==> src/pkg/tcc_pkg.sv <==
// Package with register map, field layouts and reset values of the timer
package tcc_pkg;
  localparam int N_CH = 8;
  // ====================================================
  // Register word offsets (byte addresses, one word each)
  localparam logic [7:0] REG_DIR = 8'h00;
  localparam logic [7:0] REG_FORCE = 8'h04;
  localparam logic [7:0] REG_COUNT = 8'h08;
  localparam logic [7:0] REG_SYS = 8'h0c;
  localparam logic [7:0] REG_OVTOG = 8'h10;
  localparam logic [7:0] REG_OUTCTL = 8'h14;
  localparam logic [7:0] REG_EDGE = 8'h18;
  localparam logic [7:0] REG_INTEN = 8'h1c;
  localparam logic [7:0] REG_DIV = 8'h20;
  localparam logic [7:0] REG_FLAG1 = 8'h24;
  localparam logic [7:0] REG_FLAG2 = 8'h28;
  localparam logic [7:0] REG_MASK7 = 8'h2c;
  localparam logic [7:0] REG_DATA7 = 8'h30;
  localparam logic [7:0] REG_ACTL = 8'h34;
  localparam logic [7:0] REG_AFLAG = 8'h38;
  localparam logic [7:0] REG_ACNT = 8'h3c;
  localparam logic [7:0] REG_DISC = 8'h40;
  localparam logic [7:0] REG_FINE = 8'h44;
  localparam logic [7:0] REG_PORT = 8'h48;
  localparam logic [7:0] REG_TIME0 = 8'h80;
  // ====================================================
  // Field positions
  localparam int SYS_TEN = 7;
  localparam int SYS_FINE = 3;
  localparam int DIV_WRAP_IE = 7;
  localparam int ACTL_EN = 6;
  localparam int ACTL_GATE = 5;
  localparam int ACTL_POL = 4;
  localparam int ACTL_OVIE = 1;
  localparam int ACTL_INIE = 0;
  localparam int AFLAG_OV = 1;
  localparam int AFLAG_IN = 0;
  // ====================================================
  // Reset values and counts
  localparam logic [15:0] RST_WORD = 16'h0000;
  localparam logic [15:0] ALL_ONES = 16'hffff;
  localparam int GATE_DIV = 64;
  localparam logic [31:0] UNMAPPED_DATA = 32'h0000_0000;

  typedef enum logic [1:0] {
    PIN_NONE = 2'b00,
    PIN_TOGGLE = 2'b01,
    PIN_CLEAR = 2'b10,
    PIN_SET = 2'b11
  } pin_action_t;

  typedef struct packed {
    logic read;
    logic write;
    logic [7:0] address;
    logic [31:0] writedata;
  } bus_req_t;

  function automatic logic apply_action(input logic cur,
                                        input logic [1:0] act);
    unique case (act)
      PIN_TOGGLE: apply_action = ~cur;
      PIN_CLEAR: apply_action = 1'b0;
      PIN_SET: apply_action = 1'b1;
      default: apply_action = cur;
    endcase
  endfunction : apply_action
endpackage : tcc_pkg

==> src/core/tcc_timer.sv <==
// Eight channel capture and compare timer with pulse accumulator
//
// How it works
// - Direction bit clear: active pin edge copies counter into time register.
// - Capture sets the channel flag; channel enable gates its request.
// - Compare match sets flag and drives pin unless pin is disconnected.
// - Mode and level pick set, clear or toggle; both zero do nothing.
// - Force bit performs compare pin action now, without setting flag.
// - Channel 7 event overrides other compares through mask and data.
// - Channel 7 match resets counter when reset enable set.
// - In reset mode counter runs zero to channel 7 value, top lasts once.
// - Port writes to compare pins go to a latch shown in GPIO mode.
// - Forced compare preloads the internal output while pin disconnected.
// - Clearing disconnect connects the preloaded output without glitches.
// - Accumulator is 16 bits, mode chosen by gate select.
// - Event mode counts edges of chosen polarity on the channel 7 pin.
// - Accumulator wrap from all ones sets overflow flag; enable gates it.
// - Event counting continues while the timer is disabled.
// - Gated mode counts a divide-by-64 clock while input level active.
// - Trailing edge of active level sets input flag; enable gates it.
// - Divide-by-64 clock comes from prescaler and stops when timer off.
// - Active-high requests per channel, accumulator in/ovf, counter wrap.
// - Prescale by power of two up to 128, or fine value plus one.
// - Disconnected pin keeps state on compare but flag still sets.
//
// Added by the designer: the placing of the registers and the Avalon-MM interface to the registers.
`timescale 1ns/1ps
module tcc_timer
  import tcc_pkg::*;
#(
  parameter int NCH = N_CH
) (
  // Clock and reset
  input wire logic core_clk,
  input wire logic rst_n,
  // Avalon-MM slave
  input wire logic [7:0] avs_address,
  input wire logic avs_read,
  input wire logic avs_write,
  input wire logic [31:0] avs_writedata,
  input wire logic [3:0] avs_byteenable,
  output logic [31:0] avs_readdata,
  output logic avs_waitrequest,
  // Channel pins
  input wire logic [NCH-1:0] ch_pin_in,
  output logic [NCH-1:0] ch_pin_out,
  output logic [NCH-1:0] ch_pin_oe,
  // Interrupt requests
  output logic [NCH-1:0] channel_irq,
  output logic accum_input_irq,
  output logic accum_overflow_irq,
  output logic counter_wrap_irq
);
  // ==================================================
  // Registers
  bus_req_t req;
  logic ack_q;
  logic [NCH-1:0] channel_direction_select_q;
  logic [NCH-1:0] overflow_toggle_enable_q;
  logic [NCH-1:0] output_mode_bit_q;
  logic [NCH-1:0] output_level_bit_q;
  logic [NCH-1:0] channel_int_enable_q;
  logic [NCH-1:0] channel_event_flag_q;
  logic [NCH-1:0] channel7_override_mask_q;
  logic [NCH-1:0] ch7_data_q;
  logic [NCH-1:0] pin_disconnect_bit_q;
  logic [NCH-1:0] port_latch_q;
  logic [NCH-1:0] out_reg_q;
  logic [NCH-1:0] pin_s1_q;
  logic [NCH-1:0] pin_s2_q;
  logic [NCH-1:0] pin_s3_q;
  logic [2*NCH-1:0] edge_sel_q;
  logic [15:0] channel_time_register_q [NCH];
  logic [15:0] free_running_counter_q;
  logic timer_enable_q;
  logic fine_divider_enable_q;
  logic [2:0] bus_clock_divider_select_q;
  logic [7:0] fine_divider_value_q;
  logic wrap_int_enable_q;
  logic counter_reset_enable_q;
  logic counter_wrap_flag_q;
  logic accum_enable_q;
  logic accum_gate_select_q;
  logic accum_polarity_select_q;
  logic accum_overflow_int_enable_q;
  logic accum_input_int_enable_q;
  logic accum_overflow_flag_q;
  logic accum_input_flag_q;
  logic [15:0] accum_count_q;

  // ==================================================
  // Bus decode
  logic wr;
  logic rd;
  logic flag_clear_ok;
  logic is_time;
  logic [2:0] time_idx;
  logic [31:0] wdata;
  logic [31:0] rdata;

  assign req = '{read: avs_read, write: avs_write, address: avs_address,
                 writedata: avs_writedata};
  // One wait cycle on every access, so read data is registered
  assign avs_waitrequest = (req.read || req.write) && !ack_q;
  assign wr = req.write && ack_q;
  assign rd = req.read && !ack_q;
  assign wdata = req.writedata & {{8{avs_byteenable[3]}},
    {8{avs_byteenable[2]}}, {8{avs_byteenable[1]}}, {8{avs_byteenable[0]}}};
  assign flag_clear_ok = timer_enable_q || accum_enable_q;
  assign is_time = (req.address[7:5] == REG_TIME0[7:5]);
  assign time_idx = req.address[4:2];

  // ==================================================
  // Prescaler
  logic count_tick;
  logic gate_tick;
  tcc_prescaler u_prescaler (
    .core_clk(core_clk),
    .rst_n(rst_n),
    .run(timer_enable_q),
    .fine_divider_enable(fine_divider_enable_q),
    .bus_clock_divider_select(bus_clock_divider_select_q),
    .fine_divider_value(fine_divider_value_q),
    .count_tick(count_tick),
    .gate_tick(gate_tick)
  );

  // ==================================================
  // Pin edge detection after two-flop synchroniser
  logic [NCH-1:0] rise;
  logic [NCH-1:0] fall;
  logic [NCH-1:0] cap_edge;
  assign rise = pin_s2_q & ~pin_s3_q;
  assign fall = ~pin_s2_q & pin_s3_q;
  always_comb begin
    for (int i = 0; i < NCH; i++) begin
      unique case (edge_sel_q[2*i +: 2])
        2'b01: cap_edge[i] = rise[i];
        2'b10: cap_edge[i] = fall[i];
        2'b11: cap_edge[i] = rise[i] | fall[i];
        default: cap_edge[i] = 1'b0;
      endcase
    end
  end
  logic [NCH-1:0] capture;
  // Capture needs a running timer; pulses shorter than one clock may vanish
  assign capture = cap_edge & ~channel_direction_select_q
                   & {NCH{timer_enable_q}};

  // ==================================================
  // Compare and counter
  logic [NCH-1:0] match;
  logic [NCH-1:0] force_hit;
  logic ch7_event;
  logic top_reset;
  logic cnt_wrap;
  logic [15:0] cnt_d;
  always_comb begin
    for (int i = 0; i < NCH; i++) begin
      match[i] = count_tick && channel_direction_select_q[i] &&
                 (free_running_counter_q == channel_time_register_q[i]);
    end
  end
  assign force_hit = (wr && req.address == REG_FORCE) ?
                     wdata[NCH-1:0] & channel_direction_select_q &
                     {NCH{timer_enable_q}} : '0;
  assign top_reset = counter_reset_enable_q && match[NCH-1];
  assign cnt_wrap = count_tick && !top_reset &&
                    free_running_counter_q == ALL_ONES;
  assign ch7_event = match[NCH-1] || force_hit[NCH-1] ||
                     (cnt_wrap && overflow_toggle_enable_q[NCH-1]);
  // Top value lasts one prescaled period, then the tick drops it to zero
  assign cnt_d = top_reset ? RST_WORD : free_running_counter_q + 16'h0001;

  // Next internal output state per channel
  logic [NCH-1:0] out_d;
  always_comb begin
    for (int i = 0; i < NCH; i++) begin
      out_d[i] = out_reg_q[i];
      if (match[i] || force_hit[i])
        out_d[i] = apply_action(out_reg_q[i],
          {output_mode_bit_q[i], output_level_bit_q[i]});
      if (ch7_event && channel7_override_mask_q[i])
        out_d[i] = ch7_data_q[i];
    end
  end

  // Timer owns a pin when it compares, is not disconnected and mode/level or mask is non-zero
  logic [NCH-1:0] tim_owns;
  assign tim_owns = channel_direction_select_q &
                    (output_mode_bit_q | output_level_bit_q |
                     channel7_override_mask_q) & ~pin_disconnect_bit_q;
  assign ch_pin_out = (tim_owns & out_reg_q) |
                      (~tim_owns & port_latch_q);
  assign ch_pin_oe = tim_owns | channel_direction_select_q;

  // ==================================================
  // Pulse accumulator
  logic acc_level;
  logic acc_level_prev;
  logic acc_active;
  logic acc_step;
  logic acc_trail;
  assign acc_level = pin_s2_q[NCH-1] ^ ~accum_polarity_select_q;
  assign acc_level_prev = pin_s3_q[NCH-1] ^ ~accum_polarity_select_q;
  assign acc_active = accum_polarity_select_q ? rise[NCH-1] : fall[NCH-1];
  assign acc_trail = accum_enable_q && accum_gate_select_q &&
                     acc_level_prev && !acc_level;
  assign acc_step = accum_enable_q && (accum_gate_select_q ?
                    (gate_tick && acc_level) : acc_active);

  // ==================================================
  // Read mux
  always_comb begin
    rdata = UNMAPPED_DATA;
    if (is_time)
      rdata = {16'h0000, channel_time_register_q[time_idx]};
    else begin
      unique case (req.address)
        REG_DIR: rdata[NCH-1:0] = channel_direction_select_q;
        REG_COUNT: rdata[15:0] = free_running_counter_q;
        REG_SYS: rdata[7:0] = {timer_enable_q, 3'b000,
                               fine_divider_enable_q, 3'b000};
        REG_OVTOG: rdata[NCH-1:0] = overflow_toggle_enable_q;
        REG_OUTCTL: rdata[2*NCH-1:0] = {output_mode_bit_q,
                                        output_level_bit_q};
        REG_EDGE: rdata[2*NCH-1:0] = edge_sel_q;
        REG_INTEN: rdata[NCH-1:0] = channel_int_enable_q;
        REG_DIV: rdata[7:0] = {wrap_int_enable_q, 3'b000,
                               counter_reset_enable_q,
                               bus_clock_divider_select_q};
        REG_FLAG1: rdata[NCH-1:0] = channel_event_flag_q;
        REG_FLAG2: rdata[7] = counter_wrap_flag_q;
        REG_MASK7: rdata[NCH-1:0] = channel7_override_mask_q;
        REG_DATA7: rdata[NCH-1:0] = ch7_data_q;
        REG_ACTL: rdata[7:0] = {1'b0, accum_enable_q, accum_gate_select_q,
          accum_polarity_select_q, 2'b00, accum_overflow_int_enable_q,
          accum_input_int_enable_q};
        REG_AFLAG: rdata[1:0] = {accum_overflow_flag_q, accum_input_flag_q};
        REG_ACNT: rdata[15:0] = accum_count_q;
        REG_DISC: rdata[NCH-1:0] = pin_disconnect_bit_q;
        REG_FINE: rdata[7:0] = fine_divider_value_q;
        REG_PORT: rdata[NCH-1:0] = port_latch_q;
        default: rdata = UNMAPPED_DATA;
      endcase
    end
  end

  // ==================================================
  // Flag next values; a hardware set wins over a software clear
  logic [NCH-1:0] ch_clr;
  logic [NCH-1:0] ch_flag_d;
  assign ch_clr = (wr && req.address == REG_FLAG1 && flag_clear_ok) ?
                  wdata[NCH-1:0] : '0;
  assign ch_flag_d = (channel_event_flag_q & ~ch_clr) | capture |
                     match;
  logic wrap_clr;
  logic aov_clr;
  logic ain_clr;
  assign wrap_clr = wr && req.address == REG_FLAG2 && flag_clear_ok &&
                    wdata[7];
  assign aov_clr = wr && req.address == REG_AFLAG && flag_clear_ok &&
                   wdata[AFLAG_OV];
  assign ain_clr = wr && req.address == REG_AFLAG && flag_clear_ok &&
                   wdata[AFLAG_IN];
  logic acc_ovf;
  assign acc_ovf = acc_step && accum_count_q == ALL_ONES;
  logic ain_set;
  assign ain_set = accum_gate_select_q ? acc_trail : acc_step;

  // ==================================================
  // Interrupt requests
  assign channel_irq = channel_event_flag_q & channel_int_enable_q;
  assign accum_input_irq = accum_input_flag_q &&
                           accum_input_int_enable_q;
  assign accum_overflow_irq = accum_overflow_flag_q &&
                              accum_overflow_int_enable_q;
  assign counter_wrap_irq = counter_wrap_flag_q && wrap_int_enable_q;

  // ==================================================
  // Sequential state
  always_ff @(posedge core_clk or negedge rst_n) begin
    if (!rst_n) begin
      ack_q <= 1'b0;
      avs_readdata <= UNMAPPED_DATA;
      pin_s1_q <= '0;
      pin_s2_q <= '0;
      pin_s3_q <= '0;
      out_reg_q <= '0;
      channel_event_flag_q <= '0;
      free_running_counter_q <= RST_WORD;
      counter_wrap_flag_q <= 1'b0;
      accum_count_q <= RST_WORD;
      accum_overflow_flag_q <= 1'b0;
      accum_input_flag_q <= 1'b0;
    end else begin
      ack_q <= (req.read || req.write) && !ack_q;
      if (rd)
        avs_readdata <= rdata;
      pin_s1_q <= ch_pin_in;
      pin_s2_q <= pin_s1_q;
      pin_s3_q <= pin_s2_q;
      out_reg_q <= out_d;
      channel_event_flag_q <= ch_flag_d;
      if (wr && req.address == REG_COUNT)
        free_running_counter_q <= wdata[15:0];
      else if (count_tick)
        free_running_counter_q <= cnt_d;
      counter_wrap_flag_q <= cnt_wrap || (counter_wrap_flag_q && !wrap_clr);
      if (wr && req.address == REG_ACNT)
        accum_count_q <= wdata[15:0];
      else if (acc_step)
        accum_count_q <= accum_count_q + 16'h0001;
      accum_overflow_flag_q <= acc_ovf ||
                               (accum_overflow_flag_q && !aov_clr);
      accum_input_flag_q <= ain_set || (accum_input_flag_q && !ain_clr);
    end
  end

  // Plain configuration registers
  always_ff @(posedge core_clk or negedge rst_n) begin
    if (!rst_n) begin
      channel_direction_select_q <= '0;
      overflow_toggle_enable_q <= '0;
      output_mode_bit_q <= '0;
      output_level_bit_q <= '0;
      edge_sel_q <= '0;
      channel_int_enable_q <= '0;
      channel7_override_mask_q <= '0;
      ch7_data_q <= '0;
      pin_disconnect_bit_q <= '0;
      port_latch_q <= '0;
      timer_enable_q <= 1'b0;
      fine_divider_enable_q <= 1'b0;
      bus_clock_divider_select_q <= 3'b000;
      fine_divider_value_q <= 8'h00;
      wrap_int_enable_q <= 1'b0;
      counter_reset_enable_q <= 1'b0;
      accum_enable_q <= 1'b0;
      accum_gate_select_q <= 1'b0;
      accum_polarity_select_q <= 1'b0;
      accum_overflow_int_enable_q <= 1'b0;
      accum_input_int_enable_q <= 1'b0;
    end else if (wr) begin
      unique case (req.address)
        REG_DIR: channel_direction_select_q <= wdata[NCH-1:0];
        REG_SYS: begin
          timer_enable_q <= wdata[SYS_TEN];
          fine_divider_enable_q <= wdata[SYS_FINE];
        end
        REG_OVTOG: overflow_toggle_enable_q <= wdata[NCH-1:0];
        REG_OUTCTL: begin
          output_mode_bit_q <= wdata[2*NCH-1:NCH];
          output_level_bit_q <= wdata[NCH-1:0];
        end
        REG_EDGE: edge_sel_q <= wdata[2*NCH-1:0];
        REG_INTEN: channel_int_enable_q <= wdata[NCH-1:0];
        REG_DIV: begin
          wrap_int_enable_q <= wdata[DIV_WRAP_IE];
          counter_reset_enable_q <= wdata[3];
          bus_clock_divider_select_q <= wdata[2:0];
        end
        REG_MASK7: channel7_override_mask_q <= wdata[NCH-1:0];
        REG_DATA7: ch7_data_q <= wdata[NCH-1:0];
        REG_ACTL: begin
          accum_enable_q <= wdata[ACTL_EN];
          accum_gate_select_q <= wdata[ACTL_GATE];
          accum_polarity_select_q <= wdata[ACTL_POL];
          accum_overflow_int_enable_q <= wdata[ACTL_OVIE];
          accum_input_int_enable_q <= wdata[ACTL_INIE];
        end
        REG_DISC: pin_disconnect_bit_q <= wdata[NCH-1:0];
        REG_FINE: fine_divider_value_q <= wdata[7:0];
        REG_PORT: port_latch_q <= wdata[NCH-1:0];
        default: ;
      endcase
    end
  end

  // Channel time registers; capture wins over a software write
  always_ff @(posedge core_clk or negedge rst_n) begin
    if (!rst_n) begin
      for (int i = 0; i < NCH; i++)
        channel_time_register_q[i] <= RST_WORD;
    end else begin
      for (int i = 0; i < NCH; i++) begin
        if (capture[i])
          channel_time_register_q[i] <= free_running_counter_q;
        else if (wr && is_time && time_idx == 3'(i))
          channel_time_register_q[i] <= wdata[15:0];
      end
    end
  end
endmodule : tcc_timer

==> src/core/tcc_prescaler.sv <==
// Counter clock prescaler with coarse and fine divide selection
`timescale 1ns/1ps
module tcc_prescaler
  import tcc_pkg::*;
(
  // Clock and reset
  input wire logic core_clk,
  input wire logic rst_n,
  // Control
  input wire logic run,
  input wire logic fine_divider_enable,
  input wire logic [2:0] bus_clock_divider_select,
  input wire logic [7:0] fine_divider_value,
  // Ticks
  output logic count_tick,
  output logic gate_tick
);
  logic [7:0] stage_q;
  logic [7:0] stage_d;
  logic [7:0] limit;
  logic [5:0] g64_q;
  logic [5:0] g64_d;
  logic wrap;

  // Limit compared every cycle, so a lowered divider wraps at once on the >= test
  assign limit = fine_divider_enable ? fine_divider_value :
                 8'((9'h001 << bus_clock_divider_select) - 9'h001);
  assign wrap = run && (stage_q >= limit);
  assign stage_d = !run ? 8'h00 : (wrap ? 8'h00 : stage_q + 8'h01);
  assign g64_d = wrap ? g64_q + 6'h01 : g64_q;
  assign count_tick = wrap;
  // Gated clock only exists while the prescaler runs
  assign gate_tick = wrap && (g64_q == 6'(GATE_DIV - 1));

  always_ff @(posedge core_clk or negedge rst_n) begin
    if (!rst_n) begin
      stage_q <= 8'h00;
      g64_q <= 6'h00;
    end else begin
      stage_q <= stage_d;
      g64_q <= g64_d;
    end
  end
endmodule : tcc_prescaler

==> config.mk <==
export PLATFORM = sky130hd
export DESIGN_NAME = tcc_timer
export DESIGN_NICKNAME = d
export VERILOG_FILES = /design/src/pkg/tcc_pkg.sv /design/src/core/tcc_timer.sv /design/src/core/tcc_prescaler.sv
export SDC_FILE = /design/constraint.sdc
export NUM_CORES = 1
export LEC_CHECK = 0
export CORE_ASPECT_RATIO = 0.9
export CORE_MARGIN = 2
export CORE_UTILIZATION = 35
export CTS_BUF_LIST = sky130_fd_sc_hd__clkbuf_4 sky130_fd_sc_hd__clkbuf_8
export CTS_CLUSTER_SIZE = 8
export DETAILED_ROUTE_END_ITERATION = 8
export DONT_BUFFER_PORTS = 1
export PLACE_DENSITY = 0.5
export SYNTH_ARGS = -nofsm -noshare
export SYNTH_HDL_FRONTEND = slang
export SYNTH_HIERARCHICAL = 1
export SYNTH_SLANG_ARGS = --single-unit
==> constraint.sdc <==
create_clock -name core_clk -period 9.3 [get_ports core_clk]
set_clock_uncertainty 0.1 [all_clocks]
set_input_delay 0 -clock core_clk [delete_from_list [all_inputs] [get_ports core_clk]]
set_output_delay 0 -clock core_clk [all_outputs]
set_load 0.01 [all_outputs]
==> metrics.yaml <==
pwr:
  power_density_nw_per_um2: 200
  p_leak_uw: 0.00874
  ir_drop_v: 0.000128
logic_synthesis:
  ys.warnings.count: 6
  synth-xor-area-share_pct: 6.77
  synth_top_family_by_area: "simple AND/OR/NAND/NOR gates"
  ys_ff_latch: 342
  synth-simple-area-share_pct: 18.4
  synth_edf_count: 0
  synth_mux_area_share_pct: 8.83
  ys_seq_area_share_pct: 42.7
  netlist_area_um2: 20100
  synthCells: 2271
  synth_fa_ha_area_share_pct: 1.87
  syn_area_per_cell_um2: 8.83
  synth_cell_types: 79
  synth_top_flop_cell: "dfrtp_1"
  synth-compound-area-share_pct: 16.2
  async_flop_share_pct: 100
final_layout:
  final_area_um2: 22800
  mostFrequentLayoutCell: "dfrtp_1"
  fin_nets: 2361
  syn_to_final_growth_pct: 13.6
  final_cell_mix: "342 x dfrtp_1, 322 x nand2_1, 261 x o21ai_0, 210 x nor2_1, 155 x a21oi_1"
  layout-drive-gt1-share_pct: 12.1
  fin_cells: 3086
sta:
  slew_viol_final: 0
  setup_viol: 0
  rsz0062_at_grt: "false"
  setup-tns-final_ns: 0
  min_period_ns: 4.68
  fmax_ghz: 0.214
  finalCritPeriodShare_pct: 50.3
  finalHoldViolations: 0
  slew_headroom_pct: 13.5
  tightest_slew_ns: 1.29
  setup_ws_ns: 4.62
worst_setup_path:
  crit_family: "simple AND/OR/NAND/NOR gates"
  cp_num_buf_inv: 1
  cp-start-kind: "flop"
  worstSetupEndpointType: "flop"
  worst_path_max_delay_cell: "dlygate4sd3_1"
  max_stage_delay_ns: 0.61
  crit_required_ns: 9.72
  crit_type: "reg2reg"
  worstPathMaxFanout: 16
  arrival_ns: 5.10
  path_cells: "nor4_1 > a21oi_1 > ha_1 > and3_1 > o21ai_1 > a311o_2 > a21oi_1 > and3_1 > nand2_1 > o22ai_1 > nor4bb_1 > nand2_1 > xor2_1 > o21ai_0 > dlygate4sd3_1"
clock_tree:
  cts_tree: "built"
  clock_path_buffers: 3
  numCtsBuffers: 66
  cts.sinks: 342
  cts_setup_buffers: 0
  cts-htree-levels: 3
  root_buffer: "clkbuf_8"
  path_clk_slew_ns: 0.06
  insertion_delay_ns: 0.65
die:
  core-area_um2: 56900
  die_w_um: 256
  io_pins: 116
  die_h_um: 231
  rows: 83
  fp.dieArea_um2: 59300
  initial_core_util_pct: 35.3
route:
  routedWlPerCell_um: 26.2
  num_vias: 17900
  via_per_inst: 5.79
  wirelength_mm: 81.0
  drt_iter0_drc: 2085
  drtPass1Iterations: 6
  ant_nets: 0
  drc: 0
grt:
  grt_max_degree: 343
  grt_use_total_pct: 27.3
  first_global_vias: 17200
  grt-ovfl-total: 0
  antenna_found_initial: 3
  grt_pass1_wl_mm: 119
run:
  max_cap_viol_count: 0
placement:
  place_inst: 2892
  portBuffers: 0
  dpl_cell_area_um2: 20600
  dpl.hpwl_mm: 53.6
  dp_slack_ns: 4.81
  routabilityCongestion: 0.953
min_path:
  hp-class: "in2reg"
status:
  outcome: "finished, final reports clean"
[worst paths after layout]
kind / from / slack (ns) / depth (start not counted) / end
worst min register to register: pin_s1_q[6] / 0.25 / 0 / pin_s2_q[6]
worst max-delay path: fine_divider_enable_q / 4.62 / 15 / accum_count_q[12]
worst max register to register: fine_divider_enable_q / 4.62 / 15 / accum_count_q[12]
min in group asynchronous: rst_n / 0.33 / 3 / accum_count_q[0]
max in group asynchronous: rst_n / 7.56 / 4 / avs_readdata[11]
worst min-delay path: avs_byteenable[1] / 0.02 / 2 / output_mode_bit_q[6]
[state kept, by name, indices dropped and copies added (netlist names), 16 cells and up]
| name | cells |
|---|---|
| channel_time_register_q | 128 |
| accum_count_q | 16 |
| avs_readdata | 16 |
| edge_sel_q | 16 |
| free_running_counter_q | 16 |
[worst reg2reg max path: stages, from the launching register on]
cell           delay [ns]
dfrtp_1              0.59
nor4_1               0.27
a21oi_1              0.08
ha_1                 0.30
and3_1               0.13
o21ai_1              0.06
a311o_2              0.48
a21oi_1              0.27
and3_1               0.26
nand2_1              0.07
o22ai_1              0.40
nor4bb_1             0.54
nand2_1              0.13
xor2_1               0.16
o21ai_0              0.09
dlygate4sd3_1        0.61
[cell families after synthesis]
kind of cell	count (synthesis)
flip-flops	342
adder cells (fa/ha/maj)	30
multiplexers	132
buffers and inverters	243
XOR/XNOR	155
other	1
AND/OR/NAND/NOR	809
AO/OA/AOI/OAI	559
[cell usage after synthesis (22+ instances only)]
cell	number	area, um^2
clkbuf_1	130	488
nand4_1	28	175
mux4_2	30	676
a21oi_1	155	776
o21ai_0	261	1310
dfrtp_1	342	8560
nor2_1	210	788
mux2_2	59	664
buf_2	32	160
nor3_1	49	245
xor2_1	44	385
nand2_1	322	1210
xnor2_1	111	972
nand3_1	73	365
inv_1	38	143
and2_1	22	138
ha_1	30	375
mux2i_1	42	420
[final cells by class]
| cell class | count | area (um^2) |
|---|---|---|
| Antenna cell | 1 | 2.50 |
| Clock buffer | 109 | 1330 |
| Clock inverter | 4 | 22.5 |
| Fill cell | 5750 | 34100 |
| Inverter | 41 | 154 |
| Multi-Input combinational cell | 1701 | 10600 |
| Sequential cell | 342 | 8560 |
| Tap cell | 765 | 957 |
| Timing Repair Buffer | 123 | 1200 |
[metrics by stage]
| stage | util, % | hold slack [ns] | power (uW) |
|---|---|---|---|
| 6_report | 40.1 | 0.0171 | 4560 |
| 3_3_place_gp | 36.2 | -0.375 | 2880 |
| 5_1_grt | 40.1 | 0.0358 | 4760 |
| 3_5_place_dp | 36.2 | -0.370 | 2900 |
| 4_1_cts | 39.9 | 0.00158 | 4560 |
| 2_1_floorplan | - | -0.396 | 2570 |
[routing by layer]
layer	up-vias	global-route usage, %	routed length [um]
li1	7937	-	-
met1	8855	38.6	35500
met2	911	39.9	34500
met3	171	7.85	8540
met4	0	8.88	2470
met5	-	0	0
[power by group]
part	total, uW	internal [uW]	switching, uW
combinational	1010	439	573
clock	1580	891	689
sequential	1970	1700	268
total	4560	3030	1530
[what timing repair did]
action	in CTS	in global routing
endpoints found under the setup margin	0	0
hold endpoints to repair	478	54
hold buffers	77	1
gates resized for setup	0	0
No activity file was read; power rests on OpenSTA's default activity.
